`config.mk`:
```
export PLATFORM = sky130hd
export DESIGN_NAME = ccsr_regs
export DESIGN_NICKNAME = d
export VERILOG_FILES = /design/src/hw/ccsr_pkg.sv /design/src/hw/ccsr_pos_store.sv /design/src/hw/ccsr_regs.sv
export VERILOG_INCLUDE_DIRS = /design/src /design/src/hw
export SDC_FILE = /design/constraint.sdc
export NUM_CORES = 1
export LEC_CHECK = 0
export ABC_AREA = 1
export BUFFER_PORTS_ARGS = -buffer_cell sky130_fd_sc_hd__buf_2
export CAP_MARGIN = 25
export CORE_ASPECT_RATIO = 0.75
export CORE_MARGIN = 2
export CORE_UTILIZATION = 50
export CTS_CLUSTER_SIZE = 8
export DETAILED_ROUTE_END_ITERATION = 10
export GPL_TIMING_DRIVEN = 0
export PLACE_DENSITY_LB_ADDON = 0.15
export SLEW_MARGIN = 10
export SYNTH_ARGS = -nofsm -noshare
export SYNTH_HDL_FRONTEND = slang
export SYNTH_HIERARCHICAL = 1
export SYNTH_SLANG_ARGS = --single-unit
```
`constraint.sdc`:
```
create_clock -name clk -period 2.8 [get_ports clk]
set_input_delay 0.84 -clock clk [delete_from_list [all_inputs] [get_ports clk]]
set_output_delay 0.84 -clock clk [all_outputs]
set_load 0.03 [all_outputs]
```
`src/hw/ccsr_cfg.svh`:
```
// Purpose: Constants for the clock and alignment control register bank.
// Assumes: Byte-wide registers at byte offsets of the serial register map.
// Notes: Shared by the register bank and its position store.
`ifndef CCSR_CFG_SVH
`define CCSR_CFG_SVH
`define CCSR_ADDR_W 15
`define CCSR_OFS_CTRL0 15'h0029
`define CCSR_OFS_CTRL1 15'h002a
`define CCSR_OFS_CTRL2 15'h002b
`define CCSR_OFS_POS0 15'h002c
`define CCSR_OFS_POS1 15'h002d
`define CCSR_OFS_POS2 15'h002e
`define CCSR_RST_CTRL0 8'h80
`define CCSR_RST_CTRL1 8'h00
`define CCSR_RST_CTRL2 8'h10
`define CCSR_RST_POS 24'h00_0000
`define CCSR_BIT_PROC_EN 6
`define CCSR_BIT_RECV_EN 5
`define CCSR_BIT_FINE 4
`define CCSR_SEL_HI 3
`define CCSR_SEL_LO 0
`define CCSR_BIT_INVERT 0
`define CCSR_BIT_ALIGN_PECL 1
`define CCSR_BIT_DEV_PECL 2
`define CCSR_BIT_ANA_SUPPR 2
`define CCSR_BIT_CLK_SUPPR 0
`define CCSR_ZERO8 8'h00
`endif

```
`src/hw/ccsr_pkg.sv`:
```
// Purpose: Types for the clock and alignment control register bank.
// Assumes: Nothing beyond the constants header.
// Notes: Only types live here.
package ccsr_pkg;
  typedef logic [7:0] ccsr_byte_t;
  typedef logic [23:0] ccsr_pos_t;
  typedef logic [3:0] ccsr_sel_t;
endpackage : ccsr_pkg

```
`src/hw/ccsr_pos_store.sv`:
```
// Purpose: Holds the captured alignment edge position for readback.
// Assumes: Capture strobe is one cycle wide and synchronous to clk.
// Notes: Read data comes out of a register, one cycle after the index.
`timescale 1ns/1ns
`include "ccsr_cfg.svh"
module ccsr_pos_store (
  // Clock and reset
  input wire logic clk,
  input wire logic rst,
  // Capture side
  input wire logic cap_valid,
  input wire ccsr_pkg::ccsr_pos_t cap_value,
  // Read side
  input wire logic [1:0] rd_index,
  output ccsr_pkg::ccsr_byte_t rd_byte
);
  ccsr_pkg::ccsr_pos_t pos_r;
  ccsr_pkg::ccsr_byte_t rd_byte_r;
  wire ccsr_pkg::ccsr_byte_t sel_byte;

  assign sel_byte = (rd_index == 2'h0) ? pos_r[7:0] :
                    (rd_index == 2'h1) ? pos_r[15:8] :
                    (rd_index == 2'h2) ? pos_r[23:16] : `CCSR_ZERO8;
  assign rd_byte = rd_byte_r;

  always_ff @(posedge clk) begin
    if (rst) begin
      pos_r <= `CCSR_RST_POS;
      rd_byte_r <= `CCSR_ZERO8;
    end else begin
      if (cap_valid) begin
        pos_r <= cap_value;
      end
      rd_byte_r <= sel_byte;
    end
  end
endmodule : ccsr_pos_store

```
`src/hw/ccsr_regs.sv`:
```
// Purpose: Clock and alignment control register bank of the converter.
// Assumes: A serial port front end gives one-cycle read and write strobes.
// Notes: Read data is registered and valid two cycles after the read strobe.
// What this block does
// - Processor enable bit 6 gates alignment events; cleared means ignored.
// - Bit 5 enables the alignment receiver circuit; resets disabled.
// - Bits 3:0 pick the applied delay, chosen from captured position.
// - Control one bit 0 inverts the alignment pulse before use.
// - Control one bit 2 puts the sample clock input in PECL mode.
// - Control one bit 1 puts the alignment input in PECL mode.
// - Control two bit 2 enables analog quiet supply noise suppression.
// - Control two bit 0 enables clock supply noise suppression.
// - Reset loads 0x80, 0x00 and 0x10 into the three registers.
// - A 24-bit read-only value reports the captured edge position.
`timescale 1ns/1ns
`include "ccsr_cfg.svh"
module ccsr_regs (
  // Clock and reset
  input wire logic clk,
  input wire logic rst,
  // Register port
  input wire logic reg_wr,
  input wire logic reg_rd,
  input wire logic [`CCSR_ADDR_W-1:0] reg_addr,
  input wire ccsr_pkg::ccsr_byte_t reg_wdata,
  output ccsr_pkg::ccsr_byte_t reg_rdata,
  output logic reg_rvalid,
  // Alignment pulse path
  input wire logic align_pulse_in,
  input wire logic pos_capture_valid,
  input wire ccsr_pkg::ccsr_pos_t pos_capture_value,
  output logic align_event,
  // Analog controls
  output logic align_receiver_enable,
  output logic align_processor_enable,
  output logic align_window_fine_steps,
  output ccsr_pkg::ccsr_sel_t align_delay_select,
  output logic align_polarity_invert,
  output logic device_clock_pecl_mode,
  output logic align_input_pecl_mode,
  output logic analog_rail_noise_suppress,
  output logic clock_rail_noise_suppress
);
  ccsr_pkg::ccsr_byte_t clock_control_zero_r;
  ccsr_pkg::ccsr_byte_t clock_control_one_r;
  ccsr_pkg::ccsr_byte_t clock_control_two_r;
  ccsr_pkg::ccsr_byte_t rdata_r;
  ccsr_pkg::ccsr_byte_t ctrl_rdata_r;
  logic rvalid_r;
  logic pos_sel_r;
  logic event_r;
  logic pulse_d_r;
  logic [1:0] pos_index;
  ccsr_pkg::ccsr_byte_t pos_byte;

  function automatic logic hit(input logic [`CCSR_ADDR_W-1:0] a,
                               input logic [`CCSR_ADDR_W-1:0] o);
    hit = (a == o);
  endfunction : hit

  wire logic hit0 = hit(reg_addr, `CCSR_OFS_CTRL0);
  wire logic hit1 = hit(reg_addr, `CCSR_OFS_CTRL1);
  wire logic hit2 = hit(reg_addr, `CCSR_OFS_CTRL2);
  wire logic hitp0 = hit(reg_addr, `CCSR_OFS_POS0);
  wire logic hitp1 = hit(reg_addr, `CCSR_OFS_POS1);
  wire logic hitp2 = hit(reg_addr, `CCSR_OFS_POS2);
  wire logic hit_pos = hitp0 | hitp1 | hitp2;
  // Unmapped addresses read as zero so stray reads stay harmless.
  wire ccsr_pkg::ccsr_byte_t ctrl_sel =
    hit0 ? clock_control_zero_r :
    hit1 ? clock_control_one_r :
    hit2 ? clock_control_two_r : `CCSR_ZERO8;
  assign pos_index = hitp1 ? 2'h1 : (hitp2 ? 2'h2 : 2'h0);

  // Polarity is applied before edge detection, so inversion moves the edge.
  wire logic pulse_pol = align_pulse_in ^
    clock_control_one_r[`CCSR_BIT_INVERT];
  // Events pass only with both receiver and processor enabled.
  wire logic event_nxt = pulse_pol & ~pulse_d_r &
    clock_control_zero_r[`CCSR_BIT_PROC_EN] &
    clock_control_zero_r[`CCSR_BIT_RECV_EN];

  ccsr_pos_store u_pos (
    .clk(clk),
    .rst(rst),
    .cap_valid(pos_capture_valid),
    .cap_value(pos_capture_value),
    .rd_index(pos_index),
    .rd_byte(pos_byte)
  );

  // Reserved bits are stored as written; software keeps them default.
  wire logic wr0 = reg_wr & hit0;
  wire logic wr1 = reg_wr & hit1;
  wire logic wr2 = reg_wr & hit2;

  always_ff @(posedge clk) begin
    if (rst) begin
      clock_control_zero_r <= `CCSR_RST_CTRL0;
    end else if (wr0) begin
      clock_control_zero_r <= reg_wdata;
    end
  end

  always_ff @(posedge clk) begin
    if (rst) begin
      clock_control_one_r <= `CCSR_RST_CTRL1;
    end else if (wr1) begin
      clock_control_one_r <= reg_wdata;
    end
  end

  always_ff @(posedge clk) begin
    if (rst) begin
      clock_control_two_r <= `CCSR_RST_CTRL2;
    end else if (wr2) begin
      clock_control_two_r <= reg_wdata;
    end
  end

  always_ff @(posedge clk) begin
    if (rst) begin
      ctrl_rdata_r <= `CCSR_ZERO8;
      pos_sel_r <= 1'b0;
      rvalid_r <= 1'b0;
    end else begin
      ctrl_rdata_r <= ctrl_sel;
      pos_sel_r <= reg_rd & hit_pos;
      rvalid_r <= reg_rd;
    end
  end

  // The edge memory follows the pin even while disabled, so enabling
  // the processor while the pulse is high raises no false event.
  always_ff @(posedge clk) begin
    if (rst) begin
      pulse_d_r <= 1'b0;
      event_r <= 1'b0;
    end else begin
      pulse_d_r <= pulse_pol;
      event_r <= event_nxt;
    end
  end

  // Both sources are registered, so the final mux needs one more flop.
  wire ccsr_pkg::ccsr_byte_t rdata_nxt =
    pos_sel_r ? pos_byte : ctrl_rdata_r;
  // Control outputs leave reset holding the bits of the reset image.
  wire ccsr_pkg::ccsr_byte_t ctrl0_init = `CCSR_RST_CTRL0;
  wire ccsr_pkg::ccsr_byte_t ctrl1_init = `CCSR_RST_CTRL1;
  wire ccsr_pkg::ccsr_byte_t ctrl2_init = `CCSR_RST_CTRL2;
  wire logic recv_en_nxt =
    clock_control_zero_r[`CCSR_BIT_RECV_EN];
  wire logic proc_en_nxt =
    clock_control_zero_r[`CCSR_BIT_PROC_EN];
  wire logic fine_nxt =
    clock_control_zero_r[`CCSR_BIT_FINE];
  wire ccsr_pkg::ccsr_sel_t sel_nxt =
    clock_control_zero_r[`CCSR_SEL_HI:`CCSR_SEL_LO];
  wire logic invert_nxt =
    clock_control_one_r[`CCSR_BIT_INVERT];
  wire logic dev_pecl_nxt =
    clock_control_one_r[`CCSR_BIT_DEV_PECL];
  wire logic align_pecl_nxt =
    clock_control_one_r[`CCSR_BIT_ALIGN_PECL];
  wire logic ana_suppr_nxt =
    clock_control_two_r[`CCSR_BIT_ANA_SUPPR];
  wire logic clk_suppr_nxt =
    clock_control_two_r[`CCSR_BIT_CLK_SUPPR];

  always_ff @(posedge clk) begin
    if (rst) begin
      rdata_r <= `CCSR_ZERO8;
    end else begin
      rdata_r <= rdata_nxt;
    end
  end

  always_ff @(posedge clk) begin
    if (rst) begin
      align_receiver_enable <= ctrl0_init[`CCSR_BIT_RECV_EN];
      align_processor_enable <= ctrl0_init[`CCSR_BIT_PROC_EN];
      align_window_fine_steps <= ctrl0_init[`CCSR_BIT_FINE];
      align_delay_select <= ctrl0_init[`CCSR_SEL_HI:`CCSR_SEL_LO];
    end else begin
      align_receiver_enable <= recv_en_nxt;
      align_processor_enable <= proc_en_nxt;
      align_window_fine_steps <= fine_nxt;
      align_delay_select <= sel_nxt;
    end
  end

  always_ff @(posedge clk) begin
    if (rst) begin
      align_polarity_invert <= ctrl1_init[`CCSR_BIT_INVERT];
      device_clock_pecl_mode <= ctrl1_init[`CCSR_BIT_DEV_PECL];
      align_input_pecl_mode <= ctrl1_init[`CCSR_BIT_ALIGN_PECL];
    end else begin
      align_polarity_invert <= invert_nxt;
      device_clock_pecl_mode <= dev_pecl_nxt;
      align_input_pecl_mode <= align_pecl_nxt;
    end
  end

  always_ff @(posedge clk) begin
    if (rst) begin
      analog_rail_noise_suppress <= ctrl2_init[`CCSR_BIT_ANA_SUPPR];
      clock_rail_noise_suppress <= ctrl2_init[`CCSR_BIT_CLK_SUPPR];
    end else begin
      analog_rail_noise_suppress <= ana_suppr_nxt;
      clock_rail_noise_suppress <= clk_suppr_nxt;
    end
  end

  // A second flop stage aligns read data and valid on the same cycle.
  logic rvalid_d_r;
  always_ff @(posedge clk) begin
    if (rst) begin
      rvalid_d_r <= 1'b0;
    end else begin
      rvalid_d_r <= rvalid_r;
    end
  end

  assign reg_rdata = rdata_r;
  assign reg_rvalid = rvalid_d_r;
  assign align_event = event_r;
endmodule : ccsr_regs

```
==> out/results.ini <==
[global_route]
grt_pass1_wl_microns = 14000
antenna_found_initial = 0
grt_pass1_vias = 2986
grt_max_degree = 16
grt_overflow = 0
grt_use_total = 0.227

[logic_synthesis]
yosysSeqAreaShare = 0.487
yosys_warnings = 6
netlist_top_cells_area = dfxtp_1 49%, nor2_1 14%, nand2_1 9.8%
synthArstFlopShare = 0
synthFlopType = dfxtp_1
yosys.area.top_type_share = 0.487
ys_ff_latch = 89
ys_types = 24
syn_area_per_cell_sq_um = 7.16
postSynthCellCount = 511
syn_area_sq_um = 3660
yosys.area.top_type = dfxtp_1
yosys-top-cells-count = 132 x nor2_1, 95 x nand2_1, 89 x dfxtp_1, 62 x inv_1, 51 x nand3_1
synth-edff-count = 0
syn_nets = 564
yosysMostFrequentCell = nor2_1

[floorplanning]
die_x_microns = 103
core-area_sq_um = 6960
die_h_microns = 78.1
io-pin-count = 75
row_count = 26
initial_core_util = 0.525
die_area_sq_um = 8020

[place]
place_inst = 683
preCtsSetupSlack_ps = 49.6
place.gp.congestion = 0.912
place_hpwl_microns = 6250
dpl_cell_area_sq_um = 4150
port_buffers = 74

[hold_path]
min_from = pulse_d_r
hp-class = reg -> reg

[route]
dr.pass1.iters = 4
wl_microns = 8420
first_iter_violations = 184
drtAntennaViolNets = 0
post_drt_wl_per_cell_microns = 12.1
vias = 3326
drcViolationCount = 0
viasPerCell = 4.76

[setup_path]
slowest_delay_ps = 230
crit_start = reg_addr[14]
startpoint_type = input pin
path_class = in -> reg
r2r_slack_ps = 1850
crit_fanout = 10
cp_data_required_time_ps = 3070
cp-end-kind = flip-flop
worstPathArrival_ps = 2680
r2r_start = pos_sel_r
cp_cell_sequence = buf_2 -> nor2_1 -> nand3_1 -> nor2_2 -> buf_4 -> buf_4 -> nand2_1 -> nor3_1 -> buf_6 -> inv_2 -> nand3_1 -> nand3_1 -> nand2_1 -> inv_1
cp_slowest_cell = nor2_2
path_common_cell = nand3_1

[cts]
clk_pin_slew_ps = 90
cts_tree = done
clk_latency_ps = 350
clockRootBuffer = clkbuf_8
cts_max_path_buffers = 2
cts_max_level = 3
cts_resized = 0
numCtsBuffers = 9
cts_hold_buf = 0
cts_setup_buffers = 0
clock_sinks = 89

[timing]
worst_pin_slew_ps = 475
tns_ps = 0
fin_crit_sh = 0.861
fin_crit_ps = 2410
final_max_slew_viol_count = 0
setup_viol = 0
finalHoldViolations = 0
fmax_mhz = 415
finClkSkew_ps = 7.40
post-route-worst-setup-slack_ps = 390
rsz0062_at_grt = no
timing.slew.headroom = 0.683

[final_layout]
multi_input_area_sq_um = 1480
layout-drive-gt1-share = 0.208
instances_no_fill = 699
area_growth_pct = 18.8
stdcell_area_sq_um = 4340
fillers = 659
fin_nets = 649
seq_area_sq_um = 1780
antenna_cells = 0

[run]
maxCapViolCount = 0

[run_status]
outcome = finished, final reports clean

[power]
power_density_nw_per_um2 = 536
max-vdd-ir-drop_mv = 0.352
total_power_mw = 2.33
p_leak_nw = 2.31

[cells in the final DEF (no fill, tap or decap), types with 5 or more instances in the layout]
cell type,Yosys,layout
nor2_1,132,132
nand2_1,95,95
dfxtp_1,89,89
buf_2,4,78
inv_1,62,62
nand3_1,51,51
o21ai_0,31,31
clkbuf_8,0,9
buf_6,7,7
nor2_2,5,5
buf_4,5,5
clkbuf_1,4,5
[layer usage]
| metal | routed length (microns) | share of wire | GRT usage |
|---|---|---|---|
| met4 | 85 | 0.010 | 0.0658 |
| met5 | 0 | 0 | 0 |
| met1 | 4300 | 0.51 | 0.332 |
| met3 | 642 | 0.076 | 0.0659 |
| met2 | 3400 | 0.40 | 0.324 |
[cell families after synthesis]
kind of cell | share of synthesized area
simple gates | 0.355
flops | 0.487
buf+inv | 0.109
compound gates | 0.0465
xor+xnor | 0.00240
[registers in the layout (all words and copies together) (netlist names), 4 cells and up]
name                  count
clock_control_two_r       8
u_pos/rd_byte             8
clock_control_zero_r      8
align_delay_select        4
reg_rdata                 8
ctrl_rdata_r              8
u_pos/pos_r              24
clock_control_one_r       8
[path summary, 6_finish.rpt]
| kind | to | cells past startpoint |
|---|---|---|
| worst min register to register | align_event | 1 |
| worst max-delay path | u_pos/rd_byte[4] | 14 |
| worst max register to register | reg_rdata[2] | 3 |
| worst min-delay path | align_event | 1 |
[power by group]
group          internal (mW)  total [mW]  switching (mW)
logic                 0.0624       0.153          0.0905
registers               1.30        1.31          0.0143
clock network          0.414       0.865           0.451
total                   1.77        2.33           0.556
[layout make-up]
type / count / area share
buffer: 20 / 0.0349
clock buffer: 10 / 0.0294
multi-input combinational: 336 / 0.340
clock inverter: 6 / 0.0153
timing repair buffer: 74 / 0.0853
sequential: 89 / 0.410
tap: 98 / 0.0282
inverter: 66 / 0.0570
[metrics by stage]
step / hold WS (ps) / utilization
floorplan: 374 / -
global placement: 379 / 0.596
detailed placement: 397 / 0.596
CTS: 413 / 0.624
global route: 429 / 0.624
finish: 411 / 0.624
[worst max-delay path: cells and delay by family]
kind | cells | cell delay [ps]
buffers and inverters | 6 | 850
AND/OR/NAND/NOR | 8 | 990
(Power assumes the default switching activity.)
